`src/pkg/txcal_pkg.sv`:
```
// Constants, register map and types of the transmit dc offset calibration sequencer
`default_nettype none
package txcal_pkg;
	// ==========================================================
	// Clock, tick and serial timing
	localparam int CLK_PERIOD_NS    = 40;
	localparam int CLK_MHZ          = 25;
	localparam int TICK_US          = 1;
	localparam int TICK_CYCLES      = CLK_MHZ * TICK_US;
	localparam int SCLK_HALF_NS     = 160;
	localparam int SCLK_HALF_CYCLES = (SCLK_HALF_NS + CLK_PERIOD_NS - 1) / CLK_PERIOD_NS;
	localparam int SER_BITS         = 16;
	localparam int ADC_W            = 10;
	localparam int DC_W             = 10;
	localparam int GAIN_FRAC        = 4;
	// ==========================================================
	// Register offsets
	localparam logic [7:0] ADDR_IQ_CTRL_I    = 8'h5D;
	localparam logic [7:0] ADDR_IQ_CTRL_Q    = 8'h5E;
	localparam logic [7:0] ADDR_MODEM_MODE   = 8'h6B;
	localparam logic [7:0] ADDR_CAL_OFFSET_I = 8'h75;
	localparam logic [7:0] ADDR_CAL_OFFSET_Q = 8'h76;
	localparam logic [7:0] ADDR_IRQ_STATUS   = 8'h7E;
	localparam logic [7:0] ADDR_CAL_TIMING   = 8'h90;
	localparam logic [7:0] ADDR_CAL_CONFIG   = 8'h91;
	// ==========================================================
	// Field positions, codes and reset values
	localparam int MODE_LSB        = 0;
	localparam int CFG_GAIN_LSB    = 0;
	localparam int CFG_ITER_LSB    = 4;
	localparam int CFG_LOW_BIT     = 8;
	localparam int CFG_RAISE_BIT   = 9;
	localparam int CFG_HIGH_BIT    = 10;
	localparam int TIM_SEL_LSB     = 0;
	localparam int TIM_ITER_LSB    = 8;
	localparam int IRQ_TX_DONE_BIT = 0;
	localparam logic [1:0]  MODE_IDLE        = 2'h0;
	localparam logic [1:0]  MODE_TX          = 2'h1;
	localparam logic [1:0]  MODE_TX_CAL      = 2'h2;
	localparam logic [1:0]  MODE_CAL         = 2'h3;
	localparam logic [15:0] CAL_CONFIG_RESET = 16'h0748;
	localparam logic [15:0] CAL_TIMING_RESET = 16'h6432;
	localparam logic [15:0] IQ_CTRL_RESET    = 16'h0000;
	localparam logic [1:0]  ADC_CHANNEL      = 2'h2;
	localparam logic signed [15:0] CORR_MAX  = 16'sh01FF;
	localparam logic signed [15:0] CORR_MIN  = 16'shFE00;
	// Command words to the loop transmitter
	localparam logic [15:0] SEL_IREF    = 16'h0101;
	localparam logic [15:0] SEL_QREF    = 16'h0102;
	localparam logic [15:0] SEL_IERR_LO = 16'h0103;
	localparam logic [15:0] SEL_QERR_LO = 16'h0104;
	localparam logic [15:0] SEL_IERR_HI = 16'h0183;
	localparam logic [15:0] SEL_QERR_HI = 16'h0184;
	localparam logic [15:0] SEL_RESTORE = 16'h0100;
	// ==========================================================
	// Types
	typedef enum logic [3:0] {STG_SETUP, STG_IREF, STG_QREF, STG_ILO, STG_QLO, STG_RAISE,
		STG_QHI, STG_IHI, STG_TIDY} stage_t;
	typedef enum logic [2:0] {PH_IDLE, PH_ADVANCE, PH_WAITSER, PH_SETTLE, PH_WAITCONV} phase_t;
endpackage : txcal_pkg
`default_nettype wire

```
`src/tx_dc_offset_calibration_sequencer.sv`:
```
// Transmit I/Q dc offset calibration sequencer with its host registers
//
// Notes on behaviour
// - Calibrate standalone or ahead of transmission
// - Keep corrections, apply later, host reads
// - Command loop transmitter via pass-through select
// - Sample references on converter channel two
// - Programmable correction gain and iteration count
// - Measure errors in low gain first
// - Add characterised offset on low-to-high switch
// - Setup initialises port, converter, selects I reference
// - Read references, then select I error
// - Low gain: I then Q, iterate after settling
// - Raise gain and offset before high stages
// - High gain: Q then I, iterate after settling
// - Tidy-up restores transmitter pre-calibration state
// - Completion sets transmit-done status flag
// - Stage settling times are programmable
// - Stages optional; high stages force gain raise
// - Transmit calibration runs before transmission starts
`timescale 1ns/1ps
`default_nettype none
module tx_dc_offset_calibration_sequencer (
	input  wire logic        clk,
	input  wire logic        rst_n,
	input  wire logic        reg_wr_en,
	input  wire logic        reg_rd_en,
	input  wire logic [7:0]  reg_addr,
	input  wire logic [15:0] reg_wdata,
	output logic      [15:0] reg_rdata,
	output logic             adc_start,
	output logic      [1:0]  adc_channel,
	input  wire logic        adc_done,
	input  wire logic [9:0]  adc_data,
	output logic             spi_sclk,
	output logic             spi_mosi,
	output logic             passthru_select_1_n,
	output logic      [9:0]  i_dc_out,
	output logic      [9:0]  q_dc_out,
	output logic             tx_enable,
	output logic             cal_busy
);
	// ==========================================================
	// State
	typedef struct packed {
		txcal_pkg::stage_t stage;
		txcal_pkg::phase_t phase;
		logic [15:0]       lohi_i;
		logic [15:0]       lohi_q;
		logic [15:0]       cfg;
		logic [15:0]       timing;
		logic [9:0]        ref_i;
		logic [9:0]        ref_q;
		logic [9:0]        corr_i;
		logic [9:0]        corr_q;
		logic [3:0]        iter;
		logic              loop_settle;
		logic [7:0]        settle_cnt;
		logic [4:0]        tick_cnt;
		logic              tx_after;
		logic              tx_en;
		logic              tx_done;
		logic [15:0]       rdata;
		logic [15:0]       ser_word;
		logic              ser_go;
		logic              conv_go;
		logic              conv_clear;
	} seq_t;
	seq_t st_reg, st_next;

	logic              ser_busy;
	logic              ser_done;
	logic [9:0]        conv_result;
	logic              conv_valid;
	logic              start_req;
	logic              done_set;
	logic              rd_clear;
	logic [1:0]        wr_mode;
	txcal_pkg::stage_t nxt_stage;

	assign wr_mode = reg_wdata[txcal_pkg::MODE_LSB +: 2];

	// ==========================================================
	// Helpers
	function automatic logic [9:0] saturate(input logic signed [15:0] sum);
		if (sum > txcal_pkg::CORR_MAX) begin
			return txcal_pkg::CORR_MAX[9:0];
		end else if (sum < txcal_pkg::CORR_MIN) begin
			return txcal_pkg::CORR_MIN[9:0];
		end
		return sum[9:0];
	endfunction : saturate

	// Damped step: corr - gain * (meas - ref) / 2^GAIN_FRAC
	function automatic logic [9:0] correct(input logic [9:0] corr, input logic [9:0] meas,
		input logic [9:0] ref_lvl, input logic [3:0] gain);
		logic signed [15:0] err;
		logic signed [15:0] step;
		err  = $signed({6'h00, meas}) - $signed({6'h00, ref_lvl});
		step = (err * $signed({12'h000, gain})) >>> txcal_pkg::GAIN_FRAC;
		return saturate($signed({{6{corr[9]}}, corr}) - step);
	endfunction : correct

	function automatic logic [9:0] add_offset(input logic [9:0] corr, input logic [15:0] off);
		return saturate($signed({{6{corr[9]}}, corr}) + $signed({{6{off[9]}}, off[9:0]}));
	endfunction : add_offset

	function automatic txcal_pkg::stage_t next_stage(input txcal_pkg::stage_t s, input logic [15:0] cfg,
		input logic [3:0] iter);
		logic last;
		logic raise_en;
		last     = (iter + 4'h1) >= cfg[txcal_pkg::CFG_ITER_LSB +: 4];
		raise_en = cfg[txcal_pkg::CFG_RAISE_BIT] | cfg[txcal_pkg::CFG_HIGH_BIT];
		case (s)
			txcal_pkg::STG_SETUP: return txcal_pkg::STG_IREF;
			txcal_pkg::STG_IREF:  return txcal_pkg::STG_QREF;
			txcal_pkg::STG_QREF: begin
				if (cfg[txcal_pkg::CFG_LOW_BIT]) begin
					return txcal_pkg::STG_ILO;
				end
				return raise_en ? txcal_pkg::STG_RAISE : txcal_pkg::STG_TIDY;
			end
			txcal_pkg::STG_ILO: return txcal_pkg::STG_QLO;
			txcal_pkg::STG_QLO: begin
				if (!last) begin
					return txcal_pkg::STG_ILO;
				end
				return raise_en ? txcal_pkg::STG_RAISE : txcal_pkg::STG_TIDY;
			end
			txcal_pkg::STG_RAISE: return cfg[txcal_pkg::CFG_HIGH_BIT] ? txcal_pkg::STG_QHI : txcal_pkg::STG_TIDY;
			txcal_pkg::STG_QHI:   return txcal_pkg::STG_IHI;
			txcal_pkg::STG_IHI:   return last ? txcal_pkg::STG_TIDY : txcal_pkg::STG_QHI;
			default:              return txcal_pkg::STG_TIDY;
		endcase
	endfunction : next_stage

	// Measurement selection sent ahead of each stage after setup; tidy-up gets the restore word
	function automatic logic [15:0] select_word(input txcal_pkg::stage_t s);
		case (s)
			txcal_pkg::STG_IREF:  return txcal_pkg::SEL_IREF;
			txcal_pkg::STG_QREF:  return txcal_pkg::SEL_QREF;
			txcal_pkg::STG_ILO:   return txcal_pkg::SEL_IERR_LO;
			txcal_pkg::STG_QLO:   return txcal_pkg::SEL_QERR_LO;
			txcal_pkg::STG_RAISE: return txcal_pkg::SEL_QERR_HI;
			txcal_pkg::STG_QHI:   return txcal_pkg::SEL_QERR_HI;
			txcal_pkg::STG_IHI:   return txcal_pkg::SEL_IERR_HI;
			default:              return txcal_pkg::SEL_RESTORE;
		endcase
	endfunction : select_word

	assign nxt_stage = next_stage(st_reg.stage, st_reg.cfg, st_reg.iter);

	// ==========================================================
	// Next state
	always_comb begin
		st_next            = st_reg;
		st_next.ser_go     = 1'b0;
		st_next.conv_go    = 1'b0;
		st_next.conv_clear = 1'b0;
		start_req          = 1'b0;
		done_set           = 1'b0;
		rd_clear           = 1'b0;

		// Host writes
		if (reg_wr_en) begin
			if (reg_addr == txcal_pkg::ADDR_IQ_CTRL_I) begin
				st_next.lohi_i = reg_wdata;
			end else if (reg_addr == txcal_pkg::ADDR_IQ_CTRL_Q) begin
				st_next.lohi_q = reg_wdata;
			end else if (reg_addr == txcal_pkg::ADDR_CAL_CONFIG) begin
				st_next.cfg = reg_wdata;
			end else if (reg_addr == txcal_pkg::ADDR_CAL_TIMING) begin
				st_next.timing = reg_wdata;
			end else if (reg_addr == txcal_pkg::ADDR_MODEM_MODE) begin
				if (wr_mode == txcal_pkg::MODE_IDLE) begin
					st_next.tx_en = 1'b0;
				end else if (st_reg.phase == txcal_pkg::PH_IDLE) begin
					if (wr_mode == txcal_pkg::MODE_TX) begin
						st_next.tx_en = 1'b1;
					end else begin
						start_req        = 1'b1;
						st_next.tx_after = (wr_mode == txcal_pkg::MODE_TX_CAL);
						st_next.tx_en    = 1'b0;
					end
				end
			end
		end

		// Host reads, answered from a register next cycle
		if (reg_rd_en) begin
			if (reg_addr == txcal_pkg::ADDR_CAL_OFFSET_I) begin
				st_next.rdata = {{6{st_reg.corr_i[9]}}, st_reg.corr_i};
			end else if (reg_addr == txcal_pkg::ADDR_CAL_OFFSET_Q) begin
				st_next.rdata = {{6{st_reg.corr_q[9]}}, st_reg.corr_q};
			end else if (reg_addr == txcal_pkg::ADDR_IRQ_STATUS) begin
				st_next.rdata                             = 16'h0000;
				st_next.rdata[txcal_pkg::IRQ_TX_DONE_BIT] = st_reg.tx_done;
				rd_clear                                  = 1'b1;
			end else begin
				st_next.rdata = 16'h0000;
			end
		end

		// Sequencer
		case (st_reg.phase)
			txcal_pkg::PH_IDLE: begin
				if (start_req) begin
					st_next.stage      = txcal_pkg::STG_SETUP;
					st_next.phase      = txcal_pkg::PH_ADVANCE;
					st_next.iter       = 4'h0;
					st_next.conv_clear = 1'b1;
				end
			end
			txcal_pkg::PH_ADVANCE: begin
				st_next.stage       = nxt_stage;
				st_next.ser_word    = select_word(nxt_stage);
				st_next.ser_go      = 1'b1;
				st_next.phase       = txcal_pkg::PH_WAITSER;
				st_next.loop_settle = (nxt_stage == txcal_pkg::STG_ILO && st_reg.stage == txcal_pkg::STG_QLO)
					|| (nxt_stage == txcal_pkg::STG_QHI && st_reg.stage == txcal_pkg::STG_IHI);
				if (st_next.loop_settle) begin
					st_next.iter = st_reg.iter + 4'h1;
				end else if (st_reg.stage == txcal_pkg::STG_QLO || st_reg.stage == txcal_pkg::STG_IHI) begin
					st_next.iter = 4'h0;
				end
			end
			txcal_pkg::PH_WAITSER: begin
				if (ser_done) begin
					st_next.phase      = txcal_pkg::PH_SETTLE;
					st_next.tick_cnt   = 5'h00;
					st_next.settle_cnt = st_reg.loop_settle ? st_reg.timing[txcal_pkg::TIM_ITER_LSB +: 8]
						: st_reg.timing[txcal_pkg::TIM_SEL_LSB +: 8];
				end
			end
			txcal_pkg::PH_SETTLE: begin
				if (st_reg.settle_cnt != 8'h00) begin
					if (st_reg.tick_cnt == 5'(txcal_pkg::TICK_CYCLES - 1)) begin
						st_next.tick_cnt   = 5'h00;
						st_next.settle_cnt = st_reg.settle_cnt - 8'h01;
					end else begin
						st_next.tick_cnt = st_reg.tick_cnt + 5'h01;
					end
				end else if (st_reg.stage == txcal_pkg::STG_RAISE) begin
					st_next.corr_i = add_offset(st_reg.corr_i, st_reg.lohi_i);
					st_next.corr_q = add_offset(st_reg.corr_q, st_reg.lohi_q);
					st_next.phase  = txcal_pkg::PH_ADVANCE;
				end else if (st_reg.stage == txcal_pkg::STG_TIDY) begin
					st_next.phase = txcal_pkg::PH_IDLE;
					done_set      = 1'b1;
					st_next.tx_en = st_reg.tx_after;
				end else begin
					st_next.conv_go = 1'b1;
					st_next.phase   = txcal_pkg::PH_WAITCONV;
				end
			end
			txcal_pkg::PH_WAITCONV: begin
				if (conv_valid) begin
					st_next.phase = txcal_pkg::PH_ADVANCE;
					case (st_reg.stage)
						txcal_pkg::STG_IREF: st_next.ref_i = conv_result;
						txcal_pkg::STG_QREF: st_next.ref_q = conv_result;
						txcal_pkg::STG_ILO, txcal_pkg::STG_IHI: begin
							st_next.corr_i = correct(st_reg.corr_i, conv_result, st_reg.ref_i,
								st_reg.cfg[txcal_pkg::CFG_GAIN_LSB +: 4]);
						end
						txcal_pkg::STG_QLO, txcal_pkg::STG_QHI: begin
							st_next.corr_q = correct(st_reg.corr_q, conv_result, st_reg.ref_q,
								st_reg.cfg[txcal_pkg::CFG_GAIN_LSB +: 4]);
						end
						default: st_next.phase = txcal_pkg::PH_ADVANCE;
					endcase
				end
			end
			default: st_next.phase = txcal_pkg::PH_IDLE;
		endcase

		// Event set wins over a status read in the same cycle
		st_next.tx_done = (st_reg.tx_done & ~rd_clear) | done_set;
	end

	always_ff @(posedge clk) begin
		if (!rst_n) begin
			st_reg <= '{stage: txcal_pkg::STG_SETUP, phase: txcal_pkg::PH_IDLE,
				lohi_i: txcal_pkg::IQ_CTRL_RESET, lohi_q: txcal_pkg::IQ_CTRL_RESET,
				cfg: txcal_pkg::CAL_CONFIG_RESET, timing: txcal_pkg::CAL_TIMING_RESET,
				ref_i: 10'h000, ref_q: 10'h000, corr_i: 10'h000, corr_q: 10'h000, iter: 4'h0,
				loop_settle: 1'b0, settle_cnt: 8'h00, tick_cnt: 5'h00, tx_after: 1'b0, tx_en: 1'b0,
				tx_done: 1'b0, rdata: 16'h0000, ser_word: 16'h0000, ser_go: 1'b0, conv_go: 1'b0,
				conv_clear: 1'b0};
		end else begin
			st_reg <= st_next;
		end
	end

	// ==========================================================
	// Serial master and converter control
	passthru_serial u_serial (
		.clk                 (clk),
		.rst_n               (rst_n),
		.start               (st_reg.ser_go),
		.word                (st_reg.ser_word),
		.busy                (ser_busy),
		.done                (ser_done),
		.spi_sclk            (spi_sclk),
		.spi_mosi            (spi_mosi),
		.passthru_select_1_n (passthru_select_1_n)
	);

	aux_conv_ctrl u_conv (
		.clk          (clk),
		.rst_n        (rst_n),
		.clear        (st_reg.conv_clear),
		.request      (st_reg.conv_go),
		.adc_done     (adc_done),
		.adc_data     (adc_data),
		.adc_start    (adc_start),
		.adc_channel  (adc_channel),
		.result       (conv_result),
		.result_valid (conv_valid)
	);

	// ==========================================================
	// Outputs
	assign reg_rdata = st_reg.rdata;
	assign i_dc_out  = st_reg.corr_i;
	assign q_dc_out  = st_reg.corr_q;
	assign tx_enable = st_reg.tx_en;
	assign cal_busy  = (st_reg.phase != txcal_pkg::PH_IDLE);

	// ==========================================================
	// Checks
	a_no_tx_cal: assert property (@(posedge clk) disable iff (!rst_n)
		cal_busy |-> !tx_enable)
		else $error("transmit enabled during calibration");
	a_corr_retained: assert property (@(posedge clk) disable iff (!rst_n)
		!cal_busy && $past(!cal_busy) |-> $stable(i_dc_out) && $stable(q_dc_out))
		else $error("correction changed outside calibration");
	a_done_flag: assert property (@(posedge clk) disable iff (!rst_n)
		$fell(cal_busy) |-> st_reg.tx_done && st_reg.stage == txcal_pkg::STG_TIDY)
		else $error("done flag not set at completion");
	a_first_select: assert property (@(posedge clk) disable iff (!rst_n)
		st_reg.ser_go && st_reg.stage == txcal_pkg::STG_IREF |-> st_reg.ser_word == txcal_pkg::SEL_IREF
		&& $past(st_reg.stage) == txcal_pkg::STG_SETUP)
		else $error("setup did not select I reference");
	a_settle_after: assert property (@(posedge clk) disable iff (!rst_n)
		st_reg.phase == txcal_pkg::PH_SETTLE && $past(st_reg.phase) == txcal_pkg::PH_WAITSER
		|-> $past(ser_done) && !ser_busy)
		else $error("settling began before frame end");
	a_conv_waited: assert property (@(posedge clk) disable iff (!rst_n)
		st_reg.phase == txcal_pkg::PH_ADVANCE && $past(st_reg.phase) == txcal_pkg::PH_WAITCONV |-> $past(conv_valid))
		else $error("advanced without conversion result");
	a_high_order: assert property (@(posedge clk) disable iff (!rst_n)
		$changed(st_reg.stage) && st_reg.stage == txcal_pkg::STG_QHI
		|-> $past(st_reg.stage) == txcal_pkg::STG_RAISE || $past(st_reg.stage) == txcal_pkg::STG_IHI)
		else $error("high gain stage without gain raise");
	a_tidy_restore: assert property (@(posedge clk) disable iff (!rst_n)
		$changed(st_reg.stage) && st_reg.stage == txcal_pkg::STG_TIDY |-> st_reg.ser_word == txcal_pkg::SEL_RESTORE)
		else $error("tidy-up did not restore transmitter");
	a_low_first: assert property (@(posedge clk) disable iff (!rst_n)
		$changed(st_reg.stage) && st_reg.stage == txcal_pkg::STG_ILO
		|-> $past(st_reg.stage) == txcal_pkg::STG_QREF || $past(st_reg.stage) == txcal_pkg::STG_QLO)
		else $error("low gain stage out of order");
endmodule : tx_dc_offset_calibration_sequencer
`default_nettype wire

```
`src/passthru_serial.sv`:
```
// Pass-through serial master: one 16-bit command frame per start
`timescale 1ns/1ps
`default_nettype none
module passthru_serial (
	input  wire logic        clk,
	input  wire logic        rst_n,
	input  wire logic        start,
	input  wire logic [15:0] word,
	output logic             busy,
	output logic             done,
	output logic             spi_sclk,
	output logic             spi_mosi,
	output logic             passthru_select_1_n
);
	typedef struct packed {
		logic        active;
		logic [5:0]  half;
		logic [2:0]  div;
		logic [15:0] shreg;
		logic        sclk;
		logic        cs_n;
		logic        done;
	} ser_t;
	ser_t st_reg, st_next;

	localparam int SCLK_HALF_CYCLES = txcal_pkg::SCLK_HALF_CYCLES;

	always_comb begin
		st_next      = st_reg;
		st_next.done = 1'b0;
		if (!st_reg.active) begin
			if (start) begin
				st_next.active = 1'b1;
				st_next.cs_n   = 1'b0;
				st_next.shreg  = word;
				st_next.half   = 6'h00;
				st_next.div    = 3'h0;
			end
		end else if (st_reg.div == 3'(SCLK_HALF_CYCLES - 1)) begin
			st_next.div  = 3'h0;
			st_next.half = st_reg.half + 6'h01;
			st_next.sclk = ~st_reg.half[0];
			if (st_reg.half[0]) begin
				st_next.shreg = {st_reg.shreg[14:0], 1'b0};
			end
			if (st_reg.half == 6'(2 * txcal_pkg::SER_BITS - 1)) begin
				st_next.active = 1'b0;
				st_next.cs_n   = 1'b1;
				st_next.done   = 1'b1;
			end
		end else begin
			st_next.div = st_reg.div + 3'h1;
		end
	end

	always_ff @(posedge clk) begin
		if (!rst_n) begin
			st_reg <= '{active: 1'b0, half: 6'h00, div: 3'h0, shreg: 16'h0000, sclk: 1'b0, cs_n: 1'b1, done: 1'b0};
		end else begin
			st_reg <= st_next;
		end
	end

	assign busy                = st_reg.active;
	assign done                = st_reg.done;
	assign spi_sclk            = st_reg.sclk;
	assign spi_mosi            = st_reg.shreg[15];
	assign passthru_select_1_n = st_reg.cs_n;

	a_frame_select: assert property (@(posedge clk) disable iff (!rst_n)
		start && !busy |=> (!passthru_select_1_n throughout (1'b1 ##127 1'b1)) ##1 done)
		else $error("select not held low through frame");
	a_done_release: assert property (@(posedge clk) disable iff (!rst_n)
		done |-> passthru_select_1_n && $past(!passthru_select_1_n))
		else $error("done without frame end");
endmodule : passthru_serial
`default_nettype wire

```
`src/aux_conv_ctrl.sv`:
```
// Auxiliary converter channel 2 request and result capture
`timescale 1ns/1ps
`default_nettype none
module aux_conv_ctrl (
	input  wire logic       clk,
	input  wire logic       rst_n,
	input  wire logic       clear,
	input  wire logic       request,
	input  wire logic       adc_done,
	input  wire logic [9:0] adc_data,
	output logic            adc_start,
	output logic [1:0]      adc_channel,
	output logic [9:0]      result,
	output logic            result_valid
);
	typedef struct packed {
		logic       waiting;
		logic       start;
		logic [9:0] result;
		logic       valid;
	} conv_t;
	conv_t st_reg, st_next;

	always_comb begin
		st_next       = st_reg;
		st_next.start = 1'b0;
		st_next.valid = 1'b0;
		if (clear) begin
			st_next.waiting = 1'b0;
			st_next.result  = 10'h000;
		end else if (!st_reg.waiting && request) begin
			st_next.waiting = 1'b1;
			st_next.start   = 1'b1;
		end else if (st_reg.waiting && adc_done && !st_reg.start) begin
			st_next.waiting = 1'b0;
			st_next.result  = adc_data;
			st_next.valid   = 1'b1;
		end
	end

	always_ff @(posedge clk) begin
		if (!rst_n) begin
			st_reg <= '{waiting: 1'b0, start: 1'b0, result: 10'h000, valid: 1'b0};
		end else begin
			st_reg <= st_next;
		end
	end

	assign adc_start    = st_reg.start;
	assign adc_channel  = txcal_pkg::ADC_CHANNEL;
	assign result       = st_reg.result;
	assign result_valid = st_reg.valid;

	a_channel_two: assert property (@(posedge clk) disable iff (!rst_n)
		adc_start |-> adc_channel == 2'h2)
		else $error("conversion not on channel 2");
	a_valid_cause: assert property (@(posedge clk) disable iff (!rst_n)
		result_valid |-> $past(adc_done) && result == $past(adc_data))
		else $error("result without conversion done");
endmodule : aux_conv_ctrl
`default_nettype wire

```
`config.mk`:
```
export PLATFORM = sky130hd
export DESIGN_NAME = tx_dc_offset_calibration_sequencer
export DESIGN_NICKNAME = d
export VERILOG_FILES = /design/src/pkg/txcal_pkg.sv /design/src/tx_dc_offset_calibration_sequencer.sv /design/src/passthru_serial.sv /design/src/aux_conv_ctrl.sv
export SDC_FILE = /design/constraint.sdc
export NUM_CORES = 1
export LEC_CHECK = 0
export ABC_AREA = 1
export BUFFER_PORTS_ARGS = -buffer_cell sky130_fd_sc_hd__buf_4
export CORE_UTILIZATION = 60
export CTS_BUF_LIST = sky130_fd_sc_hd__clkbuf_4
export CTS_CLUSTER_SIZE = 10
export DETAILED_ROUTE_END_ITERATION = 6
export PLACE_DENSITY = 0.79
export SLEW_MARGIN = 20
export SYNTH_ARGS = -nofsm -noshare
export SYNTH_HDL_FRONTEND = slang
export SYNTH_SLANG_ARGS = --single-unit
```
`constraint.sdc`:
```
create_clock -name clk -period 7 [get_ports clk]
set_input_delay 1.75 -clock clk [delete_from_list [all_inputs] [get_ports clk]]
set_output_delay 1.75 -clock clk [all_outputs]
set_load 0.005 [all_outputs]
```
==> results of run 1 <==
==> what timing repair did <==
| item | 4_1_cts | 5_1_grt |
|---|---|---|
| endpoints found under the hold margin | 0 | 0 |
| resized for setup | 0 | 1 |
| endpoints found under the setup margin | 0 | 1 |
==> layer usage <==
layer | global-route usage, % | wire length [um] | vias to the layer above
met5 | 0 | 0 | -
li1 | - | - | 6875
met1 | 39.6 | 16600 | 6135
met4 | 8.01 | 718 | 0
met3 | 3.67 | 1880 | 54
met2 | 49.3 | 17000 | 378
==> cells in the mapped netlist (all sizes together) <==
library cell	instances	area, um2
a2111oi	1	8.76
a211o	1	8.76
a211oi	8	60.1
a21boi	1	11.3
a21o	8	60.1
a21oi	207	1120
a221oi	4	35.0
a31oi	10	62.6
a32oi	1	8.76
and3	2	12.5
buf	52	384
clkbuf	34	138
clkinv	2	8.75
conb	2	7.51
dfxtp	175	3500
fa	50	1000
ha	131	1640
inv	365	1380
nand2	475	1860
nand3	112	581
nand3b	5	37.5
nand4	30	209
nor2	183	748
nor3	35	191
nor3b	2	15.0
nor4	5	31.3
o2111ai	5	43.8
o211ai	3	22.5
o21a	5	37.5
o21ai	111	559
o21bai	6	52.6
o221a	2	22.5
o221ai	2	23.8
o22ai	13	81.3
o31ai	3	22.5
o32ai	2	17.5
or2	13	81.3
xnor2	31	272
xor2	40	350
==> metrics by stage <==
step / utilization (%) / cell area [um2]
detailed placement: 64.0 / 15200
CTS: 65.4 / 15500
floorplan: - / 14700
finish: 65.5 / 15600
global placement: 64.0 / 15200
global route: 65.5 / 15600
==> placed cells by master (no fill, tap or decap), types with 5 or more instances in the layout <==
cell / instances
nand2_4: 5
nor2_1: 172
fa_1: 50
a21oi_1: 190
a211oi_1: 8
o22ai_1: 13
nand3_1: 108
clkbuf_4: 17
nand3b_1: 5
nor2_2: 6
o21a_1: 5
o21ai_0: 106
inv_1: 353
dfxtp_1: 175
buf_4: 82
or2_2: 11
nor4_1: 5
nand4_1: 28
xor2_1: 40
a21o_1: 8
nand2_2: 14
a21oi_2: 14
ha_1: 131
nor3_1: 31
o2111ai_1: 5
inv_2: 10
nand2_1: 456
a31oi_1: 10
xnor2_1: 31
==> worst max-delay path: cells and delay by family (launching register included) <==
family	cells	cell delay, ns
compound gates	8	1.50
buf+inv	4	0.29
xor+xnor	2	0.56
flops	1	0.34
simple gates	10	0.86
fa+ha+maj	7	2.70
==> kinds of logic (layout without fill, tap and decap cells) <==
kind of cell    after synthesis  count (layout)  share of synthesized area [%]
fa+ha+maj                   181             181                           18.0
flops                       175             175                           23.8
buf+inv                     453             481                           13.0
xor+xnor                     71              71                           4.23
simple gates                862             862                           25.6
other cells                   2               3                         0.0511
compound gates              393             393                           15.4
==> cell type report <==
cell class	count	area, um2
tap	319	399
fill	2129	8190
multi-input combinational	1509	9320
clock inverter	15	214
timing repair buffer	82	616
inverter	367	1380
clock buffer	17	128
sequential	175	3500
antenna	1	2.50
==> report_power, final <==
group          internal (mW)  switching, mW
clock network          0.240          0.441
registers              0.998       0.000696
logic                 0.0205         0.0401
==> worst paths after layout <==
| path | to | slack [ns] | depth (start not counted) |
|---|---|---|---|
| max | i_dc_out[7] | 0.58 | 31 |
| min | st_reg[11] | 0.46 | 2 |
| max reg2reg | i_dc_out[7] | 0.58 | 31 |
| min reg2reg | st_reg[11] | 0.46 | 2 |
==> reports/qor.csv, run 1 <==
metric,value,unit
synthDistinctLibCells,63,
track_usage,29.4,%
yosys_warnings,0,
viasPerCell,5.41,
rows,56,
grt_overflow,0,
area_delta_synth_final,5.87,%
cts.sinks,175,
path_max_fanout,9,
cts_setup_buffers,0,
totalWireLength,36.2,mm
ctsHoldBuffers,0,
critPathMostFrequentCell,nand2_1,
crit_type,reg -> reg,
fin_skew,0.0344,ns
status,finished clean,
clk_latency,0.60,ns
htreeDepth,4,
maxCapViolCount,0,
ant_nets,0,
endpoint_kind,flop,
cts_tree,yes,
port_buffers,80,
min_period,6.42,ns
setup_tns,0,ns
min_from,st_reg[11],
crit_slowest_cell,fa_1,
hold_path_class,reg -> reg,
p_leak,7.63,nW
p_total,1.74,mW
worst_slack,0.581,ns
die_w,159,um
syn_inst,2137,
fin_crit_sh,91.7,%
startpoint_type,flop,
final-hold-violation-count,0,
cp.arrival,6.87,ns
cts.path.max_buffers,2,
start_util,61.9,%
first_iter_violations,986,
grt_max_degree,80,
first_global_vias,12350,
grt_pass1_wl,58.8,mm
mappedNetlistArea,14700,um2
largest_reg_flops,102,
ios,83,
drive_gt1_share,9.33,%
crit_start,u_conv.result[0],
antenna_found_initial,1,
dpl_worst_slack,0.621,ns
syn_area_per_cell,6.88,um2
irDropWorstVdd,0.112,mV
die_h,159,um
rsz0062_at_grt,false,
drc_errors,0,
numCtsBuffers,17,
nets,2372,
coreArea,23800,um2
power_density,112,nW/um2
post-place-cells,2452,
dieArea,25100,um2
vias,13442,
slew_headroom,37.8,%
instances_no_fill,2485,
worst_pin_slew,0.933,ns
synth-seq-area-share,23.8,%
slew_violations,0,
syn_nets,2357,
setup_viol,0,
firstDrtPassIters,6,
max_freq,156,MHz
dp_hpwl,28.5,mm
routedWlPerCell,14.6,um
globalplace.congestion,0.966,
ys_seq_elements,175,
clockRootBuffer,clkbuf_4,
worstPathRequired,7.45,ns
holdWs,0.462,ns
clk_pin_slew_worst_paths,0.18,ns
critPathMaxStageDelay,0.54,ns
rr_startpoint,u_conv.result[0],
(Power assumes the default switching activity.)
==> run 2, diff against run 1 <==
--- a/config.mk
+++ b/config.mk
@@ -11,6 +11,7 @@
 export CTS_BUF_LIST = sky130_fd_sc_hd__clkbuf_4
 export CTS_CLUSTER_SIZE = 10
 export DETAILED_ROUTE_END_ITERATION = 6
+export GPL_TIMING_DRIVEN = 0
 export PLACE_DENSITY = 0.79
 export SLEW_MARGIN = 20
 export SYNTH_ARGS = -nofsm -noshare
==> run 2 against run 1 <==
Net effect:
- sequential power hardly changed
- final area is 3.1% higher
- register-to-register slack lost 0.12 ns
- fmax down 1.8%
- clock skew up 0.0060 ns
- total power down 4.1%
- worst setup slack got worse by 0.12 ns
- first-iteration DRC count rose by 2.7%
- cell count increased by 3.5%
- largest power group unchanged
==> reports/qor.csv, run 2 (same netlist as run 1, synthesis figures left out) <==
metric,value,unit
post-place-cells,2536,
grt_max_degree,20,
fin_crit_sh,93.3,%
hold_path_class,reg -> reg,
rr_startpoint,u_conv.result[0],
maxCapViolCount,0,
setup_viol,0,
crit_slowest_cell,fa_1,
track_usage,30.9,%
cts_tree,yes,
cts.path.max_buffers,2,
first_iter_violations,1013,
final_common_cell,nand2_1,
layout.area.seq,3500,um2
largest_reg_flops,102,
clk_pin_slew_worst_paths,0.19,ns
critPathMostFrequentCell,nand2_1,
first_global_vias,12682,
dieArea,25100,um2
grt_overflow,0,
globalplace.congestion,0.925,
num-fill-cells,2151,
ios,83,
coreArea,23800,um2
startpoint_type,flop,
endpoint_kind,flop,
die_w,159,um
reg2reg_to,q_dc_out[0],
grt_pass1_wl,60.7,mm
dp_hpwl,30.9,mm
critPathMaxStageDelay,0.54,ns
die_h,159,um
crit_start,u_conv.result[0],
totalWireLength,38.6,mm
crit_type,reg -> reg,
area_delta_synth_final,9.12,%
drc_errors,0,
worstPathRequired,7.51,ns
antenna_found_initial,1,
cts.sinks,175,
slew_headroom,45.8,%
firstDrtPassIters,6,
cp.arrival,7.05,ns
mostFrequentLayoutCells,"nand2_1, inv_1, a21oi_1",
clk_latency,0.64,ns
path_max_fanout,6,
fin_skew,0.0404,ns
port_buffers,80,
power_density,104,nW/um2
instances_no_fill,2571,
max_freq,153,MHz
multiInputGateArea,9320,um2
vias,14093,
r2r_setup_slack,0.47,ns
final_cell_area,16000,um2
cp-endpoint,q_dc_out[0],
rows,56,
routedWlPerCell,15.0,um
worst_pin_slew,0.813,ns
clockRootBuffer,clkbuf_4,
numCtsBuffers,17,
final-hold-violation-count,0,
htreeDepth,4,
drive_gt1_share,11.1,%
min_period,6.53,ns
viasPerCell,5.48,
nets,2458,
p_leak,7.89,nW
ant_nets,0,
start_util,61.9,%
irDropWorstVdd,0.193,mV
postPlaceCellArea,15700,um2
status,finished clean,
rr_worst_depth,33,
p_total,1.67,mW
slew_violations,0,
[run 2: per-stage QoR]
| step | util, % | setup WS [ns] | hold slack, ns | TNS, ns |
|---|---|---|---|---|
| finish | 67.5 | 0.466 | 0.438 | 0 |
| global placement | 66.1 | 0.547 | 0.432 | 0 |
| global route | 67.5 | -0.0163 | 0.469 | -0.0501 |
| floorplan | - | 1.37 | 0.418 | 0 |
| CTS | 67.3 | 0.407 | 0.446 | 0 |
| detailed placement | 66.1 | 0.438 | 0.439 | 0 |
[run 2: power by group]
group | internal [mW] | switching [mW] | leakage [nW]
clock network | 0.167 | 0.432 | 0.160
logic | 0.0244 | 0.0468 | 6.32
registers | 0.998 | 0.000672 | 1.41
total | 1.19 | 0.479 | 7.89
[run 2: repair_timing]
item | in CTS | in global routing
hold buffers | 0 | 0
setup endpoints to repair | 0 | 18
resized for setup | 0 | 4
buffers inserted | 0 | 1
[run 2: metal layers]
metal	global-route usage, %	wire length, um	vias to the layer above
li1	-	-	7059
met3	4.27	2420	79
met5	0	0	-
met1	40.1	17200	6531
met4	9.80	1040	0
met2	52.8	18000	424
[run 2: worst min path at each step]
stage                            startpoint           endpoint  cells after the start
final                     u_conv.st_reg[12]   u_conv.adc_start                      1
after global routing      u_conv.st_reg[12]   u_conv.adc_start                      1
after CTS                 u_conv.st_reg[12]   u_conv.adc_start                      1
after floorplan           u_conv.st_reg[12]   u_conv.adc_start                      1
after detailed placement  u_serial.spi_sclk  u_serial.spi_sclk                      2
after global placement    u_conv.st_reg[12]   u_conv.adc_start                      1
[run 2: area by class of cell]
| class | count | share of cell area (%) |
|---|---|---|
| Antenna cell | 1 | 0.0156 |
| Buffer | 86 | 3.25 |
| Clock buffer | 17 | 0.796 |
| Clock inverter | 15 | 1.05 |
| Inverter | 367 | 8.63 |
| Multi-Input combinational cell | 1510 | 58.1 |
| Sequential cell | 175 | 21.8 |
| Tap cell | 319 | 2.49 |
| Timing Repair Buffer | 81 | 3.79 |
[run 2: worst max-delay path: cells and delay by family (launching register included)]
| kind | cells | cell delay, ns |
|---|---|---|
| AOI/OAI and AO/OA | 5 | 0.99 |
| DFF | 1 | 0.33 |
| buffers and inverters | 5 | 0.43 |
| xor gates and xnor gates | 2 | 0.54 |
| and+or+nand+nor | 14 | 1.35 |
| adders and majority gates | 7 | 2.78 |
==> run 3, diff against run 2 <==
--- a/config.mk
+++ b/config.mk
@@ -12,7 +12,7 @@
 export CTS_CLUSTER_SIZE = 10
 export DETAILED_ROUTE_END_ITERATION = 6
 export GPL_TIMING_DRIVEN = 0
-export PLACE_DENSITY = 0.79
+export PLACE_DENSITY = 0.87
 export SLEW_MARGIN = 20
 export SYNTH_ARGS = -nofsm -noshare
 export SYNTH_HDL_FRONTEND = slang
==> run 3 against run 2 <==
Net effect:
- cell count hardly changed
- combinational power hardly changed
- worst hold slack better by 0.016 ns
- worst setup slack better by 0.046 ns
- critical path type unchanged
- first-iteration DRC count is 18% higher
- largest cell class unchanged
- register-to-register slack better by 0.05 ns
- total power is 1.2% higher
- clock skew is 0.016 ns lower
- routed wire length hardly changed
- sequential share of layout area hardly changed
- clock power is 3.7% higher
- critical endpoint unchanged
- the run now ends with DRC left
- sequential power hardly changed
==> reports/qor.csv, run 3 (same netlist as run 1, synthesis figures left out) <==
metric,value,unit
globalplace.congestion,0.959,
rows,56,
fin_crit_sh,92.7,%
antenna_cells,0,
slew_violations,0,
start_util,61.9,%
dieArea,25100,um2
violations,DRC,
area_delta_synth_final,9.10,%
firstDrtPassIters,7,
viasPerCell,5.55,
nets,2458,
worst_slack,0.512,ns
antenna_found_initial,0,
hold_depth,2,
critPathMaxStageDelay,0.54,ns
coreArea,23800,um2
endpoint_kind,flop,
cp.arrival,7.00,ns
totalWireLength,38.6,mm
power_density,105,nW/um2
grt_pass1_wl,61.9,mm
crit_slowest_cell,fa_1,
fin_skew,0.0244,ns
final-hold-violation-count,0,
grt_max_degree,17,
dp_hpwl,31.0,mm
ctsHoldBuffers,0,
status,finished with violations,
fin_util,67.5,%
path_max_fanout,5,
cts.sinks,175,
drc_errors,7,
final_common_cell,nand2_1,
post-place-cells,2536,
die_h,159,um
setup_viol,0,
worstPathRequired,7.51,ns
numCtsBuffers,17,
dpl_worst_slack,0.491,ns
p_total,1.69,mW
worst_pin_slew,0.780,ns
mostFrequentLayoutCells,"nand2_1, inv_1, a21oi_1",
irDropWorstVdd,0.104,mV
max_freq,154,MHz
rr_worst_depth,33,
setup_tns,0,ns
clockRootBuffer,clkbuf_4,
maxCapViolCount,0,
cts.path.max_buffers,2,
cts_tree,yes,
min_period,6.49,ns
track_usage,31.3,%
drive_gt1_share,11.0,%
vias,14266,
port_buffers,80,
slew_headroom,48.0,%
ios,83,
rsz0062_at_grt,false,
first_global_vias,13126,
p_leak,7.88,nW
critPathMostFrequentCell,nand2_1,
htreeDepth,4,
die_w,159,um
crit_cells,33,
clk_pin_slew_worst_paths,0.16,ns
startpoint_type,flop,
routedWlPerCell,15.0,um
grt_overflow,0,
path_delay_family,adder cells,
ant_nets,0,
path_buf_inv,5,
clk_latency,0.62,ns
hold_path_class,reg -> reg,
largest_reg_flops,102,
first_iter_violations,1198,
instances_no_fill,2570,
crit_type,reg -> reg,
run 3: routing by layer:
metal / share of wire [%] / global-route usage [%] / wire length, um
met5: 0 / 0 / 0
met4: 3.0 / 11.6 / 1160
met3: 6.5 / 4.55 / 2520
met2: 48 / 53.5 / 18400
met1: 43 / 39.8 / 16500
run 3: area by class of cell:
| type | instances | area [um2] |
|---|---|---|
| clock buffers | 18 | 135 |
| fillers | 2066 | 7720 |
| clock inverters | 14 | 165 |
| flip-flops and latches | 175 | 3500 |
| inverters | 367 | 1380 |
| repair buffers | 81 | 608 |
| plain buffers | 86 | 522 |
| multi-input cells | 1510 | 9320 |
| well taps | 319 | 399 |
run 3: metrics by stage:
stage / hold WS, ns / cell area (um2)
final: 0.454 / 16000
after CTS: 0.457 / 16000
after global routing: 0.476 / 16000
after global placement: 0.433 / 15700
after detailed placement: 0.437 / 15700
after floorplan: 0.418 / 14700
run 3: final timing paths:
check	from	endpoint	slack [ns]
setup / recovery	u_conv.result[0]	q_dc_out[0]	0.51
hold / removal	u_serial.spi_sclk	u_serial.spi_sclk	0.45
setup reg to reg	u_conv.result[0]	q_dc_out[0]	0.51
hold reg to reg	u_serial.spi_sclk	u_serial.spi_sclk	0.45
run 3: worst reg2reg max path: cells and delay by family (launching register included):
kind | cells | cell delay, ns
flops | 1 | 0.33
simple gates | 14 | 1.45
xor+xnor | 2 | 0.46
compound gates | 5 | 1.05
buf+inv | 5 | 0.34
fa+ha+maj | 7 | 2.76
run 3: timing repair:
action                     4_1_cts  5_1_grt
setup endpoints to repair        0        9
hold endpoints to repair         0        0
buffers inserted                 0        1
resized for setup                0        5
run 3: power by group:
part,internal (mW),switching [mW]
clock,0.251,0.370
combinational,0.0244,0.0466
sequential,0.997,0.000654
total,1.27,0.417
